--- config.mk ---
export PLATFORM = sky130hd
export DESIGN_NAME = flash_host
export DESIGN_NICKNAME = d
export VERILOG_FILES = /design/src/core/flash_host_pkg.sv /design/src/core/flash_host.sv /design/src/core/flash_data_sync.sv
export VERILOG_INCLUDE_DIRS = /design/src /design/src/core
export SDC_FILE = /design/constraint.sdc
export NUM_CORES = 1
export LEC_CHECK = 0
export BUFFER_PORTS_ARGS = -buffer_cell sky130_fd_sc_hd__clkbuf_2
export CAP_MARGIN = 25
export CORE_MARGIN = 2
export CORE_UTILIZATION = 40
export CTS_BUF_LIST = sky130_fd_sc_hd__clkbuf_4 sky130_fd_sc_hd__clkbuf_8 sky130_fd_sc_hd__clkbuf_16
export DETAILED_ROUTE_END_ITERATION = 7
export SLEW_MARGIN = 20
export SYNTH_ARGS = -nofsm -noshare
export SYNTH_HDL_FRONTEND = slang
export SYNTH_SLANG_ARGS = --single-unit
--- constraint.sdc ---
create_clock -name clock -period 2.6 [get_ports clock]
set_input_delay 0.39 -clock clock [delete_from_list [all_inputs] [get_ports clock]]
set_output_delay 0.39 -clock clock [all_outputs]
set_load 0.01 [all_outputs]
--- src/core/flash_host_defines.svh ---
`ifndef FLASH_HOST_DEFINES_SVH
`define FLASH_HOST_DEFINES_SVH

// Clock rate and bus timing, in MHz and ns
`define FL_CLK_MHZ 250
`define FL_WP_NS 35
`define FL_WPH_NS 30
`define FL_ACC_NS 90
`define FL_RP_NS 500
`define FL_CYC_MIN(ns) ((((ns) * `FL_CLK_MHZ) + 999) / 1000)
`define FL_WP_CYC `FL_CYC_MIN(`FL_WP_NS)
`define FL_WPH_CYC `FL_CYC_MIN(`FL_WPH_NS)
`define FL_ACC_CYC `FL_CYC_MIN(`FL_ACC_NS)
`define FL_RP_CYC `FL_CYC_MIN(`FL_RP_NS)
`define FL_SYNC_CYC 3

// Command data values
`define FL_CMD_UNLOCK1 8'haa
`define FL_CMD_UNLOCK2 8'h55
`define FL_CMD_IDENT 8'h90
`define FL_CMD_PROGRAM 8'ha0
`define FL_CMD_ERASE_SETUP 8'h80
`define FL_CMD_CHIP_ERASE 8'h10
`define FL_CMD_SECTOR_ERASE 8'h30
`define FL_CMD_RESUME 8'h30
`define FL_CMD_SUSPEND 8'hb0
`define FL_CMD_RESET 8'hf0
`define FL_CMD_QUERY 8'h98

// Unlock addresses, in word units or byte units
`define FL_UNLOCK1_WORD 21'h000555
`define FL_UNLOCK2_WORD 21'h0002aa
`define FL_UNLOCK1_BYTE 21'h000aaa
`define FL_UNLOCK2_BYTE 21'h000555

// Pin-driven protect check: sector field and low address pattern
`define FL_SECTOR_MSB 19
`define FL_SECTOR_LSB 12
`define FL_VERIFY_LOW 12'h002
`define FL_BYTE_MASK 16'h00ff
`define FL_DQ_OE_WORD_WR 16'h0000
`define FL_DQ_OE_BYTE_WR 16'h7f00
`define FL_DQ_OE_WORD_RD 16'hffff
`define FL_DQ_OE_BYTE_RD 16'h7fff

`endif

--- src/core/flash_host_pkg.sv ---
package flash_host_pkg;

	typedef enum logic [3:0] {
		op_read = 4'h0,
		op_array_reset = 4'h1,
		op_ident = 4'h2,
		op_query = 4'h3,
		op_program = 4'h4,
		op_chip_erase = 4'h5,
		op_sector_erase = 4'h6,
		op_suspend = 4'h7,
		op_resume = 4'h8,
		op_pin_verify = 4'h9,
		op_hw_reset = 4'ha
	} op_t;

	typedef enum logic [2:0] {
		st_idle = 3'b000,
		st_setup = 3'b001,
		st_strobe = 3'b010,
		st_recover = 3'b011,
		st_read = 3'b100,
		st_hw_reset = 3'b101,
		st_answer = 3'b110
	} state_t;

	typedef struct packed {
		op_t op;
		logic byte_mode;
		logic [20:0] addr;
		logic [15:0] data;
	} req_t;

	typedef struct packed {
		logic valid;
		logic refused;
		logic [15:0] data;
	} rsp_t;

	typedef struct packed {
		logic reset_b;
		logic ce_b;
		logic oe_b;
		logic we_b;
		logic byte_b;
		logic high_voltage_level;
		logic [19:0] addr;
	} pins_t;

	typedef struct packed {
		logic [20:0] la;
		logic [15:0] data;
	} step_t;

endpackage

--- src/core/flash_host.sv ---
`timescale 1ns/10ps
`include "flash_host_defines.svh"
// What this block does
// - Reset, suspend and resume are single writes, address don't-care.
// - Unlock addresses 555/2AA word, AAA/555 byte incl. low byte bit.
// - Program: AA, 55, A0, then the value at its target address.
// - Erase: unlock, 80, unlock, then 10 chip or 30 at sector.
// - Pin protect verify carries the sector on address 19..12.
// - Read: select and output gate low, write strobe high.
module flash_host import flash_host_pkg::*; #(
	parameter int WP_CYCLES = `FL_WP_CYC,
	parameter int WPH_CYCLES = `FL_WPH_CYC,
	parameter int ACC_CYCLES = `FL_ACC_CYC,
	parameter int RP_CYCLES = `FL_RP_CYC
)(
	// Clock and reset
	input wire logic clock,
	input wire logic rst_b,
	// Request and answer
	input wire logic req_valid,
	input wire req_t req,
	output logic req_ready,
	output rsp_t rsp,
	// Flash pins
	output pins_t pins,
	output logic [15:0] dq_out,
	output logic [15:0] dq_oe_b,
	input wire logic [15:0] dq_in
);
	localparam int READ_WAIT = ACC_CYCLES + `FL_SYNC_CYC;

	if (WP_CYCLES < 1 || WPH_CYCLES < 1 || RP_CYCLES < 1 ||
	    ACC_CYCLES < 1 || WP_CYCLES > 255 || WPH_CYCLES > 255 ||
	    RP_CYCLES > 255 || READ_WAIT > 255) begin : timing_check
		$error("flash_host: timing counts must lie in 1..255");
	end

	state_t state, next_state;
	logic [7:0] cnt, next_cnt;
	logic [2:0] idx, next_idx;
	req_t cur, next_cur;
	logic erase_active, next_erase_active;
	logic suspended, next_suspended;
	logic in_special, next_in_special;
	logic next_req_ready;
	rsp_t next_rsp;
	pins_t next_pins;
	logic [15:0] next_dq_out;
	logic [15:0] next_dq_oe_b;
	logic [15:0] dq_settled;
	step_t stp;

	flash_data_sync #(.WIDTH(16)) data_sync (
		.clock(clock),
		.rst_b(rst_b),
		.raw(dq_in),
		.settled(dq_settled)
	);

	function automatic logic [2:0] last_idx(input op_t op);
		unique case (op)
			op_ident: last_idx = 3'h2;
			op_program: last_idx = 3'h3;
			op_chip_erase, op_sector_erase: last_idx = 3'h5;
			default: last_idx = 3'h0;
		endcase
	endfunction

	function automatic logic refuse(input op_t op, input logic ea,
		input logic su, input logic sp);
		logic cmd_op;
		cmd_op = (op == op_program) || (op == op_chip_erase) ||
			(op == op_sector_erase) || (op == op_ident) || (op == op_query);
		// Suspend and resume refused outside a sector erase
		refuse = ((op == op_suspend) && (!ea || su)) ||
			((op == op_resume) && !su) || (sp && cmd_op);
	endfunction

	// One write cycle of a command sequence
	function automatic step_t cmd_step(input op_t op, input logic [2:0] i,
		input logic bm, input logic [20:0] ua, input logic [15:0] ud);
		step_t s;
		logic [20:0] u1;
		logic [20:0] u2;
		u1 = bm ? `FL_UNLOCK1_BYTE : `FL_UNLOCK1_WORD;
		u2 = bm ? `FL_UNLOCK2_BYTE : `FL_UNLOCK2_WORD;
		s.la = u1;
		s.data = {8'h00, `FL_CMD_UNLOCK1};
		if (i == 3'h1 || i == 3'h4) begin
			s.la = u2;
			s.data = {8'h00, `FL_CMD_UNLOCK2};
		end else if (i == 3'h2) begin
			s.data = {8'h00, (op == op_ident) ? `FL_CMD_IDENT :
				(op == op_program) ? `FL_CMD_PROGRAM : `FL_CMD_ERASE_SETUP};
		end else if (i == 3'h3 && op == op_program) begin
			s.la = ua;
			s.data = ud;
		end else if (i == 3'h5) begin
			s.la = (op == op_sector_erase) ? ua : u1;
			s.data = {8'h00, (op == op_sector_erase) ?
				`FL_CMD_SECTOR_ERASE : `FL_CMD_CHIP_ERASE};
		end else if (i == 3'h0) begin
			if (op == op_array_reset) begin
				s.la = '0;
				s.data = {8'h00, `FL_CMD_RESET};
			end else if (op == op_suspend) begin
				s.la = '0;
				s.data = {8'h00, `FL_CMD_SUSPEND};
			end else if (op == op_resume) begin
				s.la = '0;
				s.data = {8'h00, `FL_CMD_RESUME};
			end else if (op == op_query) begin
				s.data = {8'h00, `FL_CMD_QUERY};
			end
		end
		return s;
	endfunction

	// In byte mode bit 15 carries the low byte-address bit
	function automatic logic [19:0] pin_addr(input logic [20:0] la,
		input logic bm);
		pin_addr = bm ? la[20:1] : la[19:0];
	endfunction

	always_comb begin
		next_state = state;
		next_cnt = cnt;
		next_idx = idx;
		next_cur = cur;
		next_erase_active = erase_active;
		next_suspended = suspended;
		next_in_special = in_special;
		next_req_ready = 1'b0;
		next_rsp = rsp;
		next_rsp.valid = 1'b0;
		next_pins = pins;
		next_dq_out = dq_out;
		next_dq_oe_b = dq_oe_b;
		stp = cmd_step(cur.op, idx, cur.byte_mode, cur.addr, cur.data);
		unique case (state)
			st_idle: begin
				next_req_ready = 1'b1;
				if (req_valid && req_ready) begin
					next_req_ready = 1'b0;
					next_cur = req;
					next_idx = 3'h0;
					if (refuse(req.op, erase_active, suspended, in_special)) begin
						next_state = st_answer;
						next_rsp = '{valid: 1'b1, refused: 1'b1, data: 16'h0000};
					end else if (req.op == op_hw_reset) begin
						next_state = st_hw_reset;
						next_cnt = 8'(RP_CYCLES);
						next_pins.reset_b = 1'b0;
						next_pins.ce_b = 1'b1;
					end else if (req.op == op_read ||
					             req.op == op_pin_verify) begin
						next_state = st_read;
						next_cnt = 8'(READ_WAIT);
						next_pins.ce_b = 1'b0;
						next_pins.oe_b = 1'b0;
						next_pins.we_b = 1'b1;
						next_pins.byte_b = !req.byte_mode;
						next_pins.addr = pin_addr(req.addr, req.byte_mode);
						next_dq_out = {req.addr[0], 15'h0000};
						next_dq_oe_b = req.byte_mode ? `FL_DQ_OE_BYTE_RD :
							`FL_DQ_OE_WORD_RD;
						if (req.op == op_pin_verify) begin
							next_pins.high_voltage_level = 1'b1;
							next_pins.addr = {req.addr[`FL_SECTOR_MSB:`FL_SECTOR_LSB],
								`FL_VERIFY_LOW};
						end
					end else begin
						next_state = st_setup;
					end
				end
			end
			st_setup: begin
				// Select low, gate high before the strobe
				next_pins.ce_b = 1'b0;
				next_pins.oe_b = 1'b1;
				next_pins.we_b = 1'b1;
				next_pins.byte_b = !cur.byte_mode;
				next_pins.addr = pin_addr(stp.la, cur.byte_mode);
				next_dq_out = cur.byte_mode ?
					{stp.la[0], 7'h00, stp.data[7:0]} : stp.data;
				next_dq_oe_b = cur.byte_mode ? `FL_DQ_OE_BYTE_WR :
					`FL_DQ_OE_WORD_WR;
				next_cnt = 8'(WP_CYCLES);
				next_state = st_strobe;
			end
			st_strobe: begin
				next_pins.we_b = (cnt == 8'h00);
				if (cnt == 8'h00) begin
					next_cnt = 8'(WPH_CYCLES);
					next_state = st_recover;
				end else begin
					next_cnt = cnt - 8'h01;
				end
			end
			st_recover: begin
				next_cnt = cnt - 8'h01;
				if (cnt == 8'h01) begin
					if (idx == last_idx(cur.op)) begin
						next_state = st_answer;
						next_pins.ce_b = 1'b1;
						next_dq_oe_b = `FL_DQ_OE_WORD_RD;
						next_rsp = '{valid: 1'b1, refused: 1'b0, data: 16'h0000};
						// Mode kept until a reset write or a reset pin pulse
						if (cur.op == op_ident || cur.op == op_query) begin
							next_in_special = 1'b1;
						end else if (cur.op == op_array_reset) begin
							next_in_special = 1'b0;
							next_erase_active = 1'b0;
							next_suspended = 1'b0;
						end else if (cur.op == op_sector_erase) begin
							next_erase_active = 1'b1;
						end else if (cur.op == op_suspend) begin
							next_suspended = 1'b1;
						end else if (cur.op == op_resume) begin
							next_suspended = 1'b0;
						end
					end else begin
						next_idx = idx + 3'h1;
						next_state = st_setup;
					end
				end
			end
			st_read: begin
				next_cnt = cnt - 8'h01;
				if (cnt == 8'h01) begin
					// Only the low byte counts in byte mode
					next_rsp = '{valid: 1'b1, refused: 1'b0, data: cur.byte_mode ?
						(dq_settled & `FL_BYTE_MASK) : dq_settled};
					next_pins.ce_b = 1'b1;
					next_pins.oe_b = 1'b1;
					next_pins.high_voltage_level = 1'b0;
					next_dq_oe_b = `FL_DQ_OE_WORD_RD;
					next_state = st_answer;
				end
			end
			st_hw_reset: begin
				next_cnt = cnt - 8'h01;
				if (cnt == 8'h01) begin
					next_pins.reset_b = 1'b1;
					next_in_special = 1'b0;
					next_erase_active = 1'b0;
					next_suspended = 1'b0;
					next_rsp = '{valid: 1'b1, refused: 1'b0, data: 16'h0000};
					next_state = st_answer;
				end
			end
			st_answer: begin
				next_req_ready = 1'b1;
				next_state = st_idle;
			end
			default: begin
				next_state = st_idle;
			end
		endcase
	end

	always_ff @(posedge clock or negedge rst_b) begin
		if (!rst_b) begin
			state <= st_idle;
			cnt <= 8'h00;
			idx <= 3'h0;
			cur <= '0;
			erase_active <= 1'b0;
			suspended <= 1'b0;
			in_special <= 1'b0;
			req_ready <= 1'b0;
			rsp <= '0;
			pins <= '{reset_b: 1'b1, ce_b: 1'b1, oe_b: 1'b1, we_b: 1'b1,
				byte_b: 1'b1, high_voltage_level: 1'b0, addr: 20'h00000};
			dq_out <= 16'h0000;
			dq_oe_b <= 16'hffff;
		end else begin
			state <= next_state;
			cnt <= next_cnt;
			idx <= next_idx;
			cur <= next_cur;
			erase_active <= next_erase_active;
			suspended <= next_suspended;
			in_special <= next_in_special;
			req_ready <= next_req_ready;
			rsp <= next_rsp;
			pins <= next_pins;
			dq_out <= next_dq_out;
			dq_oe_b <= next_dq_oe_b;
		end
	end
endmodule // flash_host

--- src/core/flash_data_sync.sv ---
`timescale 1ns/10ps
`include "flash_host_defines.svh"
module flash_data_sync #(
	parameter int WIDTH = 16
)(
	// Clock and reset
	input wire logic clock,
	input wire logic rst_b,
	// Raw pins and settled value
	input wire logic [WIDTH-1:0] raw,
	output logic [WIDTH-1:0] settled
);
	logic [WIDTH-1:0] s1;
	logic [WIDTH-1:0] s2;
	logic [WIDTH-1:0] s3;
	wire logic [WIDTH-1:0] next_settled;

	if (WIDTH < 1) begin : width_check
		$error("flash_data_sync: WIDTH must be at least 1");
	end

	// A bit only moves once the second and third stages agree
	for (genvar i = 0; i < WIDTH; i++) begin : bit_g
		assign next_settled[i] = (s2[i] == s3[i]) ? s3[i] : settled[i];
	end

	always_ff @(posedge clock or negedge rst_b) begin
		if (!rst_b) begin
			s1 <= '0;
			s2 <= '0;
			s3 <= '0;
			settled <= '0;
		end else begin
			s1 <= raw;
			s2 <= s1;
			s3 <= s2;
			settled <= next_settled;
		end
	end
endmodule // flash_data_sync

# After elaboration in Yosys (flattened, before gate mapping)

Cells that the tools add are included.

$add $sub $neg: 2
Equality and inequality tests: 66
Muxes and demuxes: 105
Reductions and logical operators: 51

Operator list:

| operator             | count |
|---|---|
| $mux W16             | 16 |
| $mux W37             | 3 |
| $mux W18             | 6 |
| $mux W28             | 3 |
| $pmux W18 S4         | 1 |
| $pmux W16 S4         | 1 |
| $mux W21             | 3 |
| $mux W26             | 2 |
| $mux W20             | 2 |
| $mux W8              | 5 |
| $pmux W20 S2         | 1 |
| $mux W3              | 13 |
| $eq A4 B3 Y1 const B | 8 |
| $pmux W16 S2         | 1 |
| $pmux W8 S4          | 1 |
| $ne A2 B2 Y1 const B | 14 |
| $reduce_and A7 Y1    | 4 |
| $mux W25             | 1 |
| $mux W12             | 2 |
| $mux W24             | 1 |
| $mux W6              | 4 |
| $mux W1              | 23 |
| $reduce_and A5 Y1    | 4 |
| $eq A1 B1 Y1         | 16 |
| other kinds (37)     | 89 |

Flip-flop bits (word level): 200
Input port bits: 61
Output and inout port bits: 77

# Longest topological paths before layout

Depth after elaboration: 12
Gate-level depth with buffers: 9

# Hierarchy

From an unflattened synthesis, not the netlist that was laid out.

Cells, all modules: 783
Area total of the unflattened synthesis: 8171.6 sq um

By module, submodules not included:

| module          | instances | cells an instance | area each (sq um) | seq. area each (sq um) |
|---|---|---|---|---|
| flash_host      | 1         | 703               | 6389.9            | 3088.0 |
| flash_data_sync | 1         | 80                | 1781.7            | 1601.5 |

# Worst setup path after synthesis

Ideal clock, no wire load.

Kind: register to register
Start: register cnt[0]
End: register cnt[0]
Setup time: 126 ps
Arrival time: 2048 ps
Required time: 2474 ps
Path slack: 426 ps
Cell stages (with the launch flop): 9
Path buffers: 1
Clock period less this slack: 2174 ps
Cells stage by stage: dfrtp_1 > inv_1 > ha_1 > or3b_2 > clkbuf_1 > o31a_1 > nor2_2 > o21ai_0 > o32a_1

Longest elaborated chain between the ends: 3
Elaborated cells on any way between the ends: 4

Ends and longest elaborated chain:

| item                                                     | RTL line          | text |
|---|---|---|
| start: declaration                                       | flash_host.sv:39  | `logic [7:0] cnt, next_cnt;` |
| start signal: assignment                                 | flash_host.sv:279 | `cnt <= next_cnt;` |
| $sub A8 B1 Y8 / $logic_not A8 Y1 (equally long branches) | n/a               |  |
| $mux W8                                                  | flash_host.sv:193 | `if (cnt == 8'h00) begin` |
| $pmux W8 S4 *                                            | flash_host.sv:140 | `unique case (state)` |

Every way passes the cells marked *; elsewhere a longest branch is shown, timed or not.
A chain may end at the register's enable or synchronous reset.

# Final worst setup path

Start: register idx[2]
End: register dq_oe_b[15]

Longest elaborated chain between the ends: 3

Ends and longest elaborated chain:

| item                               | RTL line          | text |
|---|---|---|
| start: declaration                 | flash_host.sv:40  | `logic [2:0] idx, next_idx;` |
| start signal: assignment           | flash_host.sv:280 | `idx <= next_idx;` |
| $eq A3 B3 Y1                       | flash_host.sv:203 | `if (idx == last_idx(cur.op)) begin` |
| $ne A2 B2 Y1 (no source line)      | n/a               |  |
| $reduce_and A8 Y1 (no source line) | n/a               |  |
| end signal: assignment             | flash_host.sv:289 | `dq_oe_b <= next_dq_oe_b;` |
| end: declaration                   | flash_host.sv:27  | `output logic [15:0] dq_oe_b,` |

Every way passes these cells.

==> flow_metrics.py <==
metrics = {
    "yosys": {
        "netlist_instances": 741,
        "yosysSeqAreaShare": 0.555,
        "muxShareOfSynthArea": 0.0887,
        "synth_flop_cell": "dfrtp_1",
        "synth_top_area_frac": 0.530,
        "synth_top_cell_by_area": "dfrtp_1",
        "synth_fa_ha_area_frac": 0.0293,
        "synth.area.top_cells": "dfrtp_1 (53%), mux2_2 (5.7%), o21ai_0 (3.4%)",
        "yosysUniqueCellTypes": 73,
        "avgSynthCellArea_sq_um": 11.4,
        "synth_edf_count": 0,
        "synth_top_family_by_area": "compound AO/OA/AOI/OAI gates",
        "syn_nets": 809,
        "synth-xor-area-share": 0.00415,
        "synth_async_sr_flop_share": 1.00,
        "synth-seq-cells": 187,
        "synth-compound-area-share": 0.171,
        "synth_warnings": 0,
        "synth-simple-area-share": 0.111,
        "syn_area_sq_um": 8450,
    },
    "cts": {
        "clockRootBuffer": "clkbuf_16",
        "postCtsSetupBuffers": 0,
        "cts.path.max_buffers": 2,
        "cts_resized": 0,
        "clk_latency_ps": 430,
        "cts_tree": "built",
        "path_clk_slew_ps": 70,
        "clock_sinks": 187,
        "numCtsBuffers": 17,
        "h-tree-depth": 4,
    },
    "power_and_ir_drop": {
        "p_total_w": 0.0109,
        "seq_power_share": 0.408,
        "peakVddDrop_uv": 559,
        "swShare": 0.370,
        "p_leak_nw": 4.59,
        "pwr-share-comb": 0.363,
        "power_density_nw_per_um2": 1070,
        "p_int_w": 0.00684,
        "clock_power_share": 0.229,
        "switchingPower_w": 0.00402,
    },
    "drt": {
        "wl_um": 20600,
        "drt_iter0_drc": 338,
        "antenna_left": 0,
        "firstDrtPassIters": 5,
        "routedWlPerCell_um": 17.6,
        "vias": 6460,
        "drcViolationCount": 0,
        "vias_per_cell": 5.53,
    },
    "worst_setup_path": {
        "crit_chain": "xor2_1 > o32ai_1 > o211ai_1 > a211o_1 > mux2_4",
        "end_kind": "flop",
        "start_kind": "flop",
        "worstPathMaxFanout": 16,
        "reg2reg_depth": 5,
        "crit_path_max_incr_delay_ps": 680,
        "timing.rr.start": "idx[2]",
        "ff2ff_setup_slack_ps": 210,
        "slowest_stage": "dfrtp_1",
        "crit_type": "reg2reg",
        "reg2reg_to": "dq_oe_b[15]",
        "crit_arrival_ps": 2750,
        "required_ps": 2950,
        "crit_path_start": "idx[2]",
    },
    "timing": {
        "finalHoldViolCount": 0,
        "min_period_ps": 2390,
        "setup_viol": 0,
        "fin_crit_sh": 0.921,
        "finalSetupTns_ps": 0,
        "clock-skew-final_ps": 11.4,
        "tightest_slew_ps": 836,
        "maxSlewViolCount": 0,
        "timing.fmax_mhz": 418,
        "slew_headroom": 0.442,
        "grt_setup_unrepaired": "false",
    },
    "hold_path": {
        "min-delay-start": "dq_in[5]",
        "hold_depth": 1,
        "holdPathEnd": "data_sync.s1[5]",
        "hp-class": "in2reg",
    },
    "final_layout": {
        "multiInputGateArea_sq_um": 3430,
        "num_antenna_cells": 0,
        "n_fill_cell": 1912,
        "fin_area_sq_um": 10100,
        "layout-drive-gt1-share": 0.317,
        "layoutNonFillerInstCount": 1169,
        "fin_nets": 950,
        "area_growth_pct": 20.1,
        "ff_latch_area_sq_um": 4690,
    },
    "placement": {
        "port_buffers": 137,
        "hpwl_um": 14500,
        "dp_cells": 1137,
        "place.gp.congestion": 0.882,
        "dpl_cell_area_sq_um": 9570,
    },
    "floorplan": {
        "ios": 138,
        "fp.dieW_um": 149,
        "rows": 53,
        "dieArea_sq_um": 22300,
        "die_h_um": 149,
        "core-area_sq_um": 20900,
        "initial_core_util": 0.404,
    },
    "global_routing": {
        "grt_pass1_vias": 6275,
        "gr-total-overflow": 0,
        "grt_max_degree": 72,
        "grt_use_total": 0.192,
        "antenna_found_initial": 0,
        "grt_pass1_wl_um": 33700,
    },
    "flow_run": {
        "max_cap_viol_count": 0,
    },
    "run_status": {
        "status": "finished clean",
    },
}
-- sequential cells by signal (all words and copies together), names as in the netlist --
register           count
cnt                    8
cur                   42
data_sync.s1          16
data_sync.s2          16
data_sync.s3          16
data_sync.settled     16
dq_oe_b                3
dq_out                16
erase_active           1
idx                    3
in_special             1
pins                  26
req_ready              1
rsp                   18
state                  3
suspended              1
-- placed cells by master, fill, tap and decap left out, types with 4 or more instances in the layout --
master,count
nor2b_1,8
or3_1,4
o22ai_1,4
o21ai_0,57
nor4_1,6
a32oi_1,17
nand2_1,53
o311ai_0,4
o31ai_1,7
a211oi_1,4
and2_1,5
a21oi_1,41
mux2_2,43
mux2i_1,25
a22o_1,22
clkbuf_16,17
o211ai_1,6
nand3_1,7
dfstp_2,8
or3b_2,4
o22a_1,8
maj3_1,16
inv_1,17
a31oi_1,9
ha_1,7
nor2_1,27
o32a_1,4
nor3_1,15
dfrtp_1,179
inv_6,5
or4_1,4
and3_1,4
buf_4,39
clkbuf_2,136
-- cell usage after synthesis (5+ instances only) --
library cell / n
dfstp_2: 8
o31ai_1: 7
ha_1: 7
o21ai_0: 57
a22o_1: 22
mux2i_1: 25
dfrtp_1: 179
nand3_1: 7
nor3_1: 15
o22a_1: 8
maj3_1: 16
buf_2: 11
a21oi_1: 41
a31oi_1: 9
o211ai_1: 6
a32oi_1: 17
mux2_2: 43
nor4_1: 6
buf_4: 13
nand2_1: 53
clkbuf_1: 31
and2_1: 5
nor2b_1: 8
inv_1: 17
nor2_1: 28
-- timing repair --
action | in CTS | in global routing
hold buffers | 1 | 0
endpoints found under the setup margin | 0 | 0
endpoints found under the hold margin | 40 | 0
-- per-stage QoR --
| step | worst slack, ps | util | hold slack (ps) |
|---|---|---|---|
| after CTS | 250 | 0.486 | 43.8 |
| after detailed placement | 241 | 0.458 | 335 |
| after global routing | 41.6 | 0.486 | 35.5 |
| after global placement | 297 | 0.458 | 332 |
| final | 206 | 0.486 | 62.8 |
| after floorplan | 426 | - | 94.4 |
-- power by group through the flow --
stage          sequential, W  clock (W)  combinational (W)
6_report             0.00443    0.00249            0.00394
5_1_grt              0.00457    0.00268            0.00437
4_1_cts              0.00444    0.00256            0.00395
3_5_place_dp         0.00449          0            0.00394
3_3_place_gp         0.00447          0            0.00390
2_1_floorplan        0.00435          0            0.00271
-- critical path, delay by kind of cell, from the launching register on --
kind           cells  cell delay [ps]
AO/OA/AOI/OAI      3             1190
XOR/XNOR           1              150
flip-flops         1              680
multiplexers       1              310
-- area by class of cell --
cell class	instances	share of cell area
clock buffers	20	0.0454
multi-input cells	479	0.338
well taps	275	0.0339
repair buffers	180	0.104
clock inverters	11	0.00975
inverters	17	0.00629
flip-flops and latches	187	0.462
-- worst max path at each step --
| stage | endpoint | slack, ps | depth (start not counted) |
|---|---|---|---|
| 2_1_floorplan | cnt[0] | 430 | 8 |
| 3_3_place_gp | pins[3] | 300 | 7 |
| 3_5_place_dp | pins[3] | 240 | 7 |
| 4_1_cts | cnt[0] | 250 | 7 |
| 5_1_grt | dq_oe_b[15] | 40 | 5 |
| 6_report | dq_oe_b[15] | 210 | 5 |
-- per-layer routing --
layer | track usage | share of wire | wire [um]
met1 | 0.279 | 0.47 | 9730
met2 | 0.293 | 0.46 | 9500
met3 | 0.0336 | 0.047 | 976
met4 | 0.0638 | 0.020 | 408
met5 | 0 | 0 | 0
-- cell families (layout without fill, tap and decap cells) --
logic type / Yosys count / after routing
compound gates: 213 / 213
xor+xnor: 4 / 4
fa+ha+maj: 23 / 23
buf+inv: 75 / 228
flops: 187 / 187
mux: 69 / 69
simple gates: 170 / 170
No activity file was read; power rests on OpenSTA's default activity.
